--- src/alu_consts.svh ---
`ifndef ALU_CONSTS_SVH
`define ALU_CONSTS_SVH

// system clocks in one instruction cycle
`define CLKS_PER_INSTR 4
`define LAST_PHASE 2'h3

// data memory address of the low program counter byte
`define PC_LOW_ADDR 8'h06
// the only data memory sector these operations may reach
`define SECTOR_ZERO 3'h0

// reset values
`define ACC_RST 8'h00
`define FLAGS_RST 6'h00

// decimal adjust thresholds and corrections
`define BCD_MAX_DIGIT 4'h9
`define BCD_LO_FIX 9'h006
`define BCD_HI_FIX 9'h060

`endif

--- src/alu_pkg.sv ---
package alu_pkg;

  typedef enum logic [4:0] {
    OP_ADD = 5'h00,
    OP_ADC = 5'h01,
    OP_SUB = 5'h02,
    OP_SUBTRACT_WITH_BORROW = 5'h03,
    OP_DECIMAL_ADJUST = 5'h04,
    OP_AND = 5'h05,
    OP_OR = 5'h06,
    OP_XOR = 5'h07,
    OP_COMPLEMENT = 5'h08,
    OP_INCREMENT = 5'h09,
    OP_DECREMENT = 5'h0a,
    OP_ROT_RIGHT = 5'h0b,
    OP_ROT_LEFT = 5'h0c,
    OP_ROT_RIGHT_CARRY = 5'h0d,
    OP_ROT_LEFT_CARRY = 5'h0e,
    OP_BIT_SET = 5'h0f,
    OP_BIT_CLEAR = 5'h10
  } alu_op_t;

  typedef enum logic [2:0] {
    ST_IDLE = 3'b001,
    ST_EXEC = 3'b010,
    ST_EXTRA = 3'b100
  } ctl_state_t;

  typedef struct packed {
    logic z;
    logic c;
    logic aux_carry_flag;
    logic overflow_flag;
    logic signed_carry_flag;
    logic compare_zero_flag;
  } flags_t;

  typedef struct packed {
    alu_op_t op;
    logic src_imm;
    logic dst_mem;
    logic [2:0] sector;
    logic [7:0] addr;
    logic [7:0] imm;
    logic [7:0] mdata;
    logic [2:0] bit_idx;
  } req_t;

  typedef struct packed {
    ctl_state_t st;
    logic [1:0] phase;
    req_t req;
    logic [7:0] acc;
    flags_t fl;
    logic mem_we;
    logic [7:0] waddr;
    logic [7:0] wdata;
    logic busy;
    logic done;
    logic reject;
  } alu_state_t;

endpackage : alu_pkg

--- src/mcu_alu.sv ---
// Contract
// RULE1: add memory or immediate to acc, with or without carry; five flags
// RULE2: add-to-memory forms write acc plus location back to that location
// RULE3: subtract immediate from acc in one cycle; six flags
// RULE4: subtract-to-memory form updates the same six flags
// RULE5: subtract with borrow for immediate, memory and memory destination
// RULE6: decimal adjust acc, store in memory, change only carry
// RULE7: carry catches sums above 255; borrow when difference below 0
// RULE8: and, or, xor with memory into acc; zero flag only
// RULE9: memory-destination and, or, xor; zero flag only
// RULE10: and, or, xor with immediate into acc; zero flag only
// RULE11: zero flag set exactly when a logic result is zero
// RULE12: complement memory byte to memory or acc; zero flag only
// RULE13: increment memory byte to memory or acc; zero flag only
// RULE14: decrement memory byte to memory or acc; zero flag only
// RULE15: plain rotates by one position leave all flags alone
// RULE16: rotates through carry swap the edge bit and carry; carry only
// RULE17: bit set and clear change one bit, others kept
// RULE18: memory operands only in data memory sector 0
// RULE19: one instruction cycle is four system clocks
// RULE20: writing the low program counter byte costs one extra cycle
// RULE21: aux carry from bit 3 to 4; overflow on signed overflow
// RULE22: 8-bit values, results wrap modulo 256, carry keeps lost bit
`timescale 1ns/100ps
`include "alu_consts.svh"

module mcu_alu
  import alu_pkg::*;
(
  // clock and reset
  input wire logic clk,
  input wire logic rst_n,
  input wire logic clk_en,
  // request from decoder
  input wire logic req_valid,
  input wire req_t req,
  // accumulator and status
  output logic [7:0] accumulator_reg,
  output flags_t flags,
  // data memory write port
  output logic mem_we,
  output logic [7:0] mem_waddr,
  output logic [7:0] mem_wdata,
  // handshake
  output logic busy,
  output logic done,
  output logic reject
);

  localparam alu_state_t RST_S = '{
    st: ST_IDLE,
    phase: 2'h0,
    req: '0,
    acc: `ACC_RST,
    fl: `FLAGS_RST,
    mem_we: 1'b0,
    waddr: 8'h00,
    wdata: 8'h00,
    busy: 1'b0,
    done: 1'b0,
    reject: 1'b0
  };

  alu_state_t s;
  alu_state_t next_s;

  // operation classes
  function automatic logic is_arith(input alu_op_t op);
    is_arith = (op == OP_ADD) || (op == OP_ADC) || (op == OP_SUB)
      || (op == OP_SUBTRACT_WITH_BORROW);
  endfunction : is_arith

  function automatic logic is_logic(input alu_op_t op);
    is_logic = (op == OP_AND) || (op == OP_OR) || (op == OP_XOR);
  endfunction : is_logic

  // ops that always land in memory, whatever dst_mem says
  function automatic logic forced_mem(input alu_op_t op);
    forced_mem = (op == OP_DECIMAL_ADJUST) || (op == OP_BIT_SET) || (op == OP_BIT_CLEAR);
  endfunction : forced_mem

  function automatic logic to_memory(input req_t r);
    to_memory = r.dst_mem || forced_mem(r.op);
  endfunction : to_memory

  // an immediate is only a second operand aimed at the acc
  function automatic logic bad_request(input req_t r);
    logic mem_used;
    logic imm_misuse;
    mem_used = !r.src_imm || to_memory(r);
    imm_misuse = r.src_imm && (to_memory(r) || !(is_arith(r.op) || is_logic(r.op)));
    bad_request = imm_misuse || (mem_used && (r.sector != `SECTOR_ZERO)); // see RULE18
  endfunction : bad_request

  // datapath, evaluated from the captured request
  logic [7:0] opnd;
  logic [7:0] opnd2;
  logic sub_op;
  logic cin;
  logic [8:0] sum9;
  logic [4:0] nib5;
  logic [8:0] bcd1;
  logic bcd_hi;
  logic [8:0] bcd2;
  logic [7:0] bit_mask;
  logic [7:0] res;
  flags_t nf;

  always_comb begin
    opnd = s.req.src_imm ? s.req.imm : s.req.mdata; // see RULE10
    sub_op = (s.req.op == OP_SUB) || (s.req.op == OP_SUBTRACT_WITH_BORROW);
    // subtract as acc + ~m + 1, or + carry when borrowing
    opnd2 = sub_op ? ~opnd : opnd; // see RULE5
    case (s.req.op)
      OP_ADC: cin = s.fl.c;
      OP_SUB: cin = 1'b1;
      OP_SUBTRACT_WITH_BORROW: cin = s.fl.c;
      default: cin = 1'b0;
    endcase
    sum9 = {1'b0, s.acc} + {1'b0, opnd2} + {8'h00, cin}; // see RULE22
    nib5 = {1'b0, s.acc[3:0]} + {1'b0, opnd2[3:0]} + {4'h0, cin}; // see RULE21
    bcd1 = {1'b0, s.acc};
    if ((s.acc[3:0] > `BCD_MAX_DIGIT) || s.fl.aux_carry_flag) begin
      bcd1 = {1'b0, s.acc} + `BCD_LO_FIX;
    end
    bcd_hi = bcd1[8] || s.fl.c || (bcd1[7:4] > `BCD_MAX_DIGIT);
    bcd2 = bcd_hi ? (bcd1 + `BCD_HI_FIX) : bcd1;
    bit_mask = 8'h01 << s.req.bit_idx;
    nf = s.fl;
    res = opnd;
    case (s.req.op)
      OP_ADD, OP_ADC, OP_SUB, OP_SUBTRACT_WITH_BORROW: begin
        res = sum9[7:0];
        // carry doubles as not-borrow on subtraction
        nf.c = sum9[8]; // see RULE7
        nf.aux_carry_flag = nib5[4]; // see RULE21
        nf.overflow_flag = (s.acc[7] == opnd2[7]) && (sum9[7] != s.acc[7]); // see RULE21
        nf.signed_carry_flag = nf.overflow_flag ^ sum9[7];
        nf.z = (sum9[7:0] == 8'h00); // see RULE1
        if (s.req.op == OP_SUB) begin
          nf.compare_zero_flag = nf.z; // see RULE3
        end else if (s.req.op == OP_SUBTRACT_WITH_BORROW) begin
          // chained compare over multi-byte subtraction
          nf.compare_zero_flag = nf.z && s.fl.compare_zero_flag; // see RULE5
        end
      end
      OP_DECIMAL_ADJUST: begin
        res = bcd2[7:0];
        nf.c = s.fl.c || bcd_hi; // see RULE6
      end
      OP_AND: begin
        res = s.acc & opnd;
        nf.z = ((s.acc & opnd) == 8'h00); // see RULE11
      end
      OP_OR: begin
        res = s.acc | opnd;
        nf.z = ((s.acc | opnd) == 8'h00); // see RULE11
      end
      OP_XOR: begin
        res = s.acc ^ opnd;
        nf.z = ((s.acc ^ opnd) == 8'h00); // see RULE11
      end
      OP_COMPLEMENT: begin
        res = ~opnd;
        nf.z = (opnd == 8'hff); // see RULE12
      end
      OP_INCREMENT: begin
        res = opnd + 8'h01;
        nf.z = (opnd == 8'hff); // see RULE13
      end
      OP_DECREMENT: begin
        res = opnd - 8'h01;
        nf.z = (opnd == 8'h01); // see RULE14
      end
      OP_ROT_RIGHT: res = {opnd[0], opnd[7:1]}; // see RULE15
      OP_ROT_LEFT: res = {opnd[6:0], opnd[7]}; // see RULE15
      OP_ROT_RIGHT_CARRY: begin
        res = {s.fl.c, opnd[7:1]};
        nf.c = opnd[0]; // see RULE16
      end
      OP_ROT_LEFT_CARRY: begin
        res = {opnd[6:0], s.fl.c};
        nf.c = opnd[7]; // see RULE16
      end
      OP_BIT_SET: res = opnd | bit_mask; // see RULE17
      OP_BIT_CLEAR: res = opnd & ~bit_mask; // see RULE17
      default: res = opnd;
    endcase
  end

  // control: accept, four-clock instruction cycle, optional extra cycle
  logic pc_low_dest;
  logic last_phase;

  always_comb begin
    pc_low_dest = to_memory(s.req) && (s.req.addr == `PC_LOW_ADDR);
    last_phase = (s.phase == `LAST_PHASE);
    next_s = s;
    // a low clk_en holds everything, pulses included
    if (clk_en) begin
      next_s.mem_we = 1'b0;
      next_s.done = 1'b0;
      next_s.reject = 1'b0;
      case (s.st)
        ST_IDLE: begin
          if (req_valid) begin
            if (bad_request(req)) begin
              next_s.reject = 1'b1; // see RULE18
            end else begin
              next_s.req = req;
              next_s.st = ST_EXEC;
              next_s.phase = 2'h0;
              next_s.busy = 1'b1;
            end
          end
        end
        ST_EXEC: begin
          next_s.phase = s.phase + 2'h1; // see RULE19
          if (last_phase) begin
            if (pc_low_dest) begin
              next_s.st = ST_EXTRA; // see RULE20
            end else begin
              next_s.st = ST_IDLE;
              next_s.busy = 1'b0;
              next_s.done = 1'b1;
              next_s.fl = nf; // see RULE4
              if (to_memory(s.req)) begin
                next_s.mem_we = 1'b1; // see RULE2
                next_s.waddr = s.req.addr;
                next_s.wdata = res; // see RULE9
              end else begin
                next_s.acc = res; // see RULE8
              end
            end
          end
        end
        ST_EXTRA: begin
          next_s.phase = s.phase + 2'h1;
          // commit held back so flags and the memory write land together; acc is left as it is
          if (last_phase) begin
            next_s.st = ST_IDLE;
            next_s.busy = 1'b0;
            next_s.done = 1'b1;
            next_s.fl = nf;
            next_s.mem_we = 1'b1; // see RULE20
            next_s.waddr = s.req.addr;
            next_s.wdata = res;
          end
        end
        default: next_s = RST_S;
      endcase
    end
  end

  always_ff @(posedge clk) begin
    if (!rst_n) begin
      s <= RST_S;
    end else begin
      s <= next_s;
    end
  end

  assign accumulator_reg = s.acc;
  assign flags = s.fl;
  assign mem_we = s.mem_we;
  assign mem_waddr = s.waddr;
  assign mem_wdata = s.wdata;
  assign busy = s.busy;
  assign done = s.done;
  assign reject = s.reject;

  // checking: enabled edges since the request was taken
  logic [3:0] edge_cnt;

  always_ff @(posedge clk) begin
    if (!rst_n) begin
      edge_cnt <= 4'h0;
    end else if (clk_en && s.st == ST_IDLE) begin
      edge_cnt <= 4'h0;
    end else if (clk_en) begin
      edge_cnt <= edge_cnt + 4'h1;
    end
  end
endmodule : mcu_alu

--- config.mk ---
export PLATFORM = sky130hd
export DESIGN_NAME = mcu_alu
export DESIGN_NICKNAME = d
export VERILOG_FILES = /design/src/alu_pkg.sv /design/src/mcu_alu.sv
export VERILOG_INCLUDE_DIRS = /design/src
export SDC_FILE = /design/constraint.sdc
export NUM_CORES = 1
export LEC_CHECK = 0
export ABC_AREA = 1
export ABC_CLOCK_PERIOD_IN_PS = 5700
export BUFFER_PORTS_ARGS = -buffer_cell sky130_fd_sc_hd__buf_2
export CELL_PAD_IN_SITES_DETAIL_PLACEMENT = 1
export CELL_PAD_IN_SITES_GLOBAL_PLACEMENT = 2
export CORE_ASPECT_RATIO = 0.5
export CORE_MARGIN = 2
export CORE_UTILIZATION = 35
export CTS_CLUSTER_DIAMETER = 80
export DETAILED_ROUTE_END_ITERATION = 16
export PLACE_DENSITY = 0.9
export REMOVE_ABC_BUFFERS = 1
export SLEW_MARGIN = 20
export SYNTH_ARGS = -nofsm -noshare
export SYNTH_HDL_FRONTEND = slang
export SYNTH_SLANG_ARGS = --single-unit
--- constraint.sdc ---
create_clock -name clk -period 5.7 [get_ports clk]
set_input_delay 0 -clock clk [delete_from_list [all_inputs] [get_ports clk]]
set_output_delay 0 -clock clk [all_outputs]
set_load 0.1 [all_outputs]
# Yosys cells after proc, flatten, opt, wreduce, memory -nomap -nowiden
# Cells that the tools add are included.
# totals
word_cells	164
reg_bits	73
in_bits	41
output_inout_bits	34
# classes
shift	1
n_lt_le_gt_ge	2
n_mux	32
n_bitwise	11
n_addsub	9
n_reduce_logical	46
eq_ne	41
# ops
op	n
case mux 8 bit (14 select lines)	1
two-way mux 42 bit	2
case mux 37 bit (2 select lines)	1
case mux 23 bit (3 select lines)	1
two-way mux 33 bit	2
== test 5 x 4 -> 1 bit, second input constant	9
== test 5 x 3 -> 1 bit, second input constant	8
zero test 8 bit	4
two-way mux 8 bit	4
two-way mux 25 bit	1
== test 5 x 2 -> 1 bit, second input constant	4
logical OR 1 bit	20
two-way mux 17 bit	1
bitwise AND 8 bit	2
inverter 8 bit	2
OR 8 bit	2
case mux 8 bit (2 select lines)	1
case mux 5 bit (3 select lines)	1
AND reduction 5 bit	3
!= test 2 bit, second input constant	7
AND reduction 6 bit	2
== test 5 x 1 -> 1 bit, second input constant	2
== test 5 bit, second input constant	2
zero test 5 bit	2
38 further kinds	58

# Logic depth before layout (Yosys ltp)
# logic_depth
depth_word	13
ltp_mapped	24
depth_no_buf	24

# Worst setup path before layout
# Ideal clock, no wire load.
# synth_path
path_kind	reg2reg
from	register s[69] (netlist bit)
to	register s (netlist bit mem_wdata[7])
stages_incl_launch_ff	23
setup_ns	0.134
path_slack_ns	2.293
path_buffers	0
required_ns	5.566
arrival_ns	3.273
period_less_slack_ns	3.407
path_cell_list	dfxtp_1 > nor2_1 > inv_1 > nor2_2 > xnor2_1 > fa_1 > nand3b_1 > a21oi_1 > o21ai_0 > nand2_1 > a21oi_1 > fa_1 > inv_1 > nand2_1 > o21ai_0 > nor2_1 > nand2_1 > nor2_1 > nand3_1 > nor2_1 > nand2_1 > nand3_1 > a21oi_1
# synth_via
elab_chain_len	10
elab_cells_between_ends	37
classes_between	add/sub: 2; eq/ne: 18; mux: 8; reduce/logical: 9
# synth_rtl
item	line	rtl
start, declared	mcu_alu.sv:64	alu_state_t s;
start signal, assigned	mcu_alu.sv:259	s <= next_s;
== test 5 x 2 -> 1 bit	mcu_alu.sv:111, mcu_alu.sv:114, mcu_alu.sv:131	
logical OR 1 bit	mcu_alu.sv:111	sub_op = (s.req.op == OP_SUB) || (s.req.op == OP_SUBTRACT_WITH_BORROW);
two-way mux 8 bit	mcu_alu.sv:113	opnd2 = sub_op ? ~opnd : opnd;
adder 8 x 8 -> 9 bit	mcu_alu.sv:120	sum9 = {1'b0, s.acc} + {1'b0, opnd2} + {8'h00, cin};
adder 9 x 1 -> 9 bit	mcu_alu.sv:120	
case mux 8 bit (14 select lines)	mcu_alu.sv:131	case (s.req.op)
two-way mux 17 bit	mcu_alu.sv:227	if (to_memory(s.req)) begin
two-way mux 33 bit	mcu_alu.sv:220	if (pc_low_dest) begin
two-way mux 33 bit	mcu_alu.sv:219	if (last_phase) begin
case mux 23 bit (3 select lines)	mcu_alu.sv:204	case (s.st)
# Several ways; a longest one is shown, not always the timed one. The select of a mux whose other input is x is not followed.
# A chain may end at the register's enable or synchronous reset.

# Worst setup path in the final report
# Ends and elaborated chain as after synthesis.

==> flow_metrics.py <==
metrics = {
    "critical_path": {
        "timing.critical_path.depth": 22,
        "crit_family": "simple AND/OR/NAND/NOR gates",
        "standard_cell_with_the_maximum_stage_delay_on_the_critical_path": "sky130_fd_sc_hd__fa_1",
        "ff2ff_path_depth": 22,
        "worst_ep_required_time_ns": 5.88,
        "critPathMaxStageDelay_ns": 0.51,
        "worst_setup_path_start_kind": "register",
        "cp_data_arrival_time_ns": 4.24,
        "critical_path_class": "reg -> reg",
        "timing.critical_path.buf_inv": 2,
        "worstPathMaxFanout": 9,
        "critical_path_cell_sequence": "nor2_1, inv_1, nor2_2, xnor2_1, fa_1, nand3b_1, a21oi_1, o21ai_0, nand2_1, a21oi_1, fa_1, inv_1, nand2_1, o21ai_0, nor2_1, nand2_1, nor2_1, nand3_1, nor2_1, nand2_1, nand3_1, a21oi_1",
        "worstSetupEndpointType": "register",
    },
    "power": {
        "portion_of_total_power_attributed_to_sequential_cells_pct": 31.5,
        "p_clk_share_pct": 31.0,
        "power.share.combinational_pct": 37.5,
        "power.switching_fraction_pct": 42.07,
        "power.switching_mw": 0.7675,
        "power_per_cell_area_nw_per_um2": 273.1,
        "ir_worst_vdd_uv": 127.1,
        "leakage_nw": 2.896,
        "intPower_mw": 1.057,
    },
    "synth": {
        "synth-seq-cells": 73,
        "netlist-cell-type-count": 52,
        "synth.avg_cell_area_um2": 6.688,
        "synth_top_cells_by_area": "sky130_fd_sc_hd__dfxtp_1, sky130_fd_sc_hd__nand2_1, sky130_fd_sc_hd__nand3_1",
        "ys.warnings.count": 0,
        "synthDominantAreaCellType": "sky130_fd_sc_hd__dfxtp_1",
        "postSynthCellCount": 861,
        "async_flop_share_pct": 0,
        "dominant_synthesized_flop_cell": "sky130_fd_sc_hd__dfxtp_1",
        "netlist.area_leader.share_pct": 25.38,
        "synth.yosys.seq_area_share_pct": 25.38,
        "synthesis.area_um2": 5758,
        "synth_edf_count": 0,
    },
    "run": {
        "maxCapViolations": 0,
    },
    "clock_tree": {
        "worstSkewPairLatency_ns": 0.34,
        "number_of_clock_buffers_inserted_by_tritoncts": 9,
        "cts.hold.buffers_added": 30,
        "clockBufferDepth": 2,
        "cts_sinks": 73,
        "htree_num_levels": 3,
        "path_clk_slew_ns": 0.07,
        "cts_root_buf": "sky130_fd_sc_hd__clkbuf_16",
        "post_cts_resize_count": 0,
        "post_cts.repair.setup_buffers": 0,
        "tritoncts_clock_tree": "yes",
    },
    "sta": {
        "fin_ws_ns": 1.645,
        "setup_total_negative_slack_ns": 0,
        "fin_crit_ns": 4.055,
        "unrepaired_setup_endpoints_after_global_routing": "false",
        "clock.fmax_mhz": 246.6,
        "clock-skew-final_ns": 0.008937,
        "post-route-period-util_pct": 71.15,
        "slew_headroom_pct": 36.79,
        "final_max_tran_viols": 0,
        "final.hold.worst_slack_ns": 0.008931,
        "setup_viol": 0,
        "finalHoldViolCount": 0,
        "worst_slew_pin_slew_ns": 0.9481,
    },
    "place": {
        "placedInstanceArea_um2": 6091,
        "port-buffer-count": 74,
        "globalplace.congestion": 0.9446,
        "place_ws_ns": 1.682,
        "detailedPlacementHpwl_um": 16520,
    },
    "route": {
        "route.detailed.drc": 0,
        "drtAntennaViolNets": 0,
        "detail_route.wirelength_um": 22320,
        "detailed_route_wire_length_per_cell_um": 19.27,
        "drt_pass1_iterations": 5,
        "routed-via-count": 6175,
        "viasPerCell": 5.332,
        "detailedRoute.firstIterationViolations": 375,
    },
    "floorplanning": {
        "boundaryPins": 75,
        "dieArea_um2": 17560,
        "start_util_pct": 35.48,
        "die_y_um": 94.70,
        "die_width_um": 185.4,
        "placeableCoreArea_um2": 16230,
        "rows": 33,
    },
    "outcome": {
        "run_status": "finished clean",
    },
    "layout": {
        "register_with_the_most_flip_flops": "s",
        "multi_input_area_um2": 3590,
        "final_layout_size_suffix_gt1_share_pct": 17.19,
        "register_area_um2": 1461,
        "synthToLayoutAreaGrowth_pct": 16.01,
        "fillers": 2132,
        "largest_register_ffs": 39,
        "final_cell_area_um2": 6680,
        "antenna_cells": 0,
        "finish.net_count": 1000,
    },
    "global_routing": {
        "grt_first_pass_wirelength_um": 34780,
        "grt_remaining_overflow": 0,
        "global_route.usage.total_pct": 26.17,
        "grt_pass1_vias": 6219,
        "grt_max_degree": 56,
        "grt_antenna_before_repair": 0,
    },
    "min_path": {
        "hold_class": "in -> reg",
        "worst_hold_path.num_cells": 3,
    },
}
metal layers:
layer | global-route usage (%) | vias to the layer above | routed length (µm)
met1 | 36.89 | 2975 | 11090
met2 | 41.73 | 182 | 9566
met3 | 4.628 | 28 | 1318
met5 | 0 | - | 0
li1 | - | 2990 | -
met4 | 5.622 | 0 | 345
synth_stat cells (2+ instances only):
cell	count
sky130_fd_sc_hd__dfxtp_1	73
sky130_fd_sc_hd__nor3_1	12
sky130_fd_sc_hd__nor2_1	82
sky130_fd_sc_hd__a21oi_2	11
sky130_fd_sc_hd__nor4_1	5
sky130_fd_sc_hd__inv_1	74
sky130_fd_sc_hd__o21ai_2	3
sky130_fd_sc_hd__nand3b_1	2
sky130_fd_sc_hd__a21oi_1	65
sky130_fd_sc_hd__o21a_1	2
sky130_fd_sc_hd__nand2_2	4
sky130_fd_sc_hd__buf_4	35
sky130_fd_sc_hd__o21ai_0	36
sky130_fd_sc_hd__nand2_8	2
sky130_fd_sc_hd__o22ai_1	15
sky130_fd_sc_hd__nand3_1	83
sky130_fd_sc_hd__o21ai_1	6
sky130_fd_sc_hd__ha_1	30
sky130_fd_sc_hd__inv_2	13
sky130_fd_sc_hd__fa_1	3
sky130_fd_sc_hd__o2111ai_1	4
sky130_fd_sc_hd__nand2_4	12
sky130_fd_sc_hd__nor2_4	4
sky130_fd_sc_hd__nor3_2	2
sky130_fd_sc_hd__nor2_2	5
sky130_fd_sc_hd__xor2_1	9
sky130_fd_sc_hd__nand4_1	19
sky130_fd_sc_hd__o211ai_1	4
sky130_fd_sc_hd__buf_2	7
sky130_fd_sc_hd__clkbuf_1	11
sky130_fd_sc_hd__o221ai_1	2
sky130_fd_sc_hd__nand2_1	188
sky130_fd_sc_hd__a31oi_1	5
sky130_fd_sc_hd__clkinv_1	2
sky130_fd_sc_hd__xnor2_1	3
sky130_fd_sc_hd__a211oi_1	12
area by class of cell:
cell class                      count  area share (%)
Clock inverter                      6          0.7305
Sequential cell                    73           21.88
Tap cell                          227           4.252
Inverter                           90           5.113
Timing Repair Buffer              110           10.71
Multi-Input combinational cell    642           53.74
Clock buffer                       10           3.577
worst min-delay path: stages:
cell	delay [ns]
sky130_fd_sc_hd__buf_2	0.10
sky130_fd_sc_hd__a21oi_1	0.14
sky130_fd_sc_hd__a211oi_1	0.06
cell families (layout without fill, tap and decap cells):
kind of cell,Yosys count,in the layout,share of synthesized area (%)
DFF,73,73,25.38
buffers and inverters,146,216,12.41
xor gates and xnor gates,12,12,1.825
adders and majority gates,33,33,7.562
AOI/OAI and AO/OA,170,170,17.67
and+or+nand+nor,427,427,35.16
cells in the final DEF, fill, tap and decap left out, drive strengths merged, types with 2 or more instances in the layout:
cell type    count
a211oi          12
nor2            92
nand4           19
xnor2            3
o21ai           45
nor3            15
nand3           84
nand3b           2
dlygate4sd3     30
or2              3
o21a             2
o221ai           2
ha              30
buf             80
xor2             9
fa               3
dfxtp           73
o22ai           15
o211ai           5
o2111ai          4
clkinv           3
nor4             5
clkinvlp         3
inv             90
a31oi            5
clkbuf          10
a21oi           76
nand2          206
stage by stage:
stage | power [mW] | instances | util (%)
floorplan | 1.028 | 805 | -
global placement | 1.229 | 1112 | 37.54
detailed placement | 1.239 | 1112 | 37.54
CTS | 1.826 | 1158 | 41.16
global route | 1.932 | 1158 | 41.17
finish | 1.824 | 1158 | 41.17
power groups by stage:
stage | clock, mW | combinational, mW | sequential, mW
after detailed placement | 0 | 0.653 | 0.586
after floorplan | 0 | 0.412 | 0.617
after global placement | 0 | 0.645 | 0.584
after CTS | 0.577 | 0.675 | 0.575
final | 0.565 | 0.685 | 0.575
after global routing | 0.599 | 0.753 | 0.580
path summary, 6_finish.rpt:
kind,start,end,slack [ns]
hold reg to reg,mem_wdata[7]$_SDFFE_PN0P_,mem_wdata[7]$_SDFFE_PN0P_,0.46
setup / recovery,s[69]$_SDFFE_PN0P_,mem_wdata[7]$_SDFFE_PN0P_,1.64
hold / removal,req[3],s[37]$_SDFFE_PN0P_,0.009
setup reg to reg,s[69]$_SDFFE_PN0P_,mem_wdata[7]$_SDFFE_PN0P_,1.64
(Power assumes the default switching activity.)
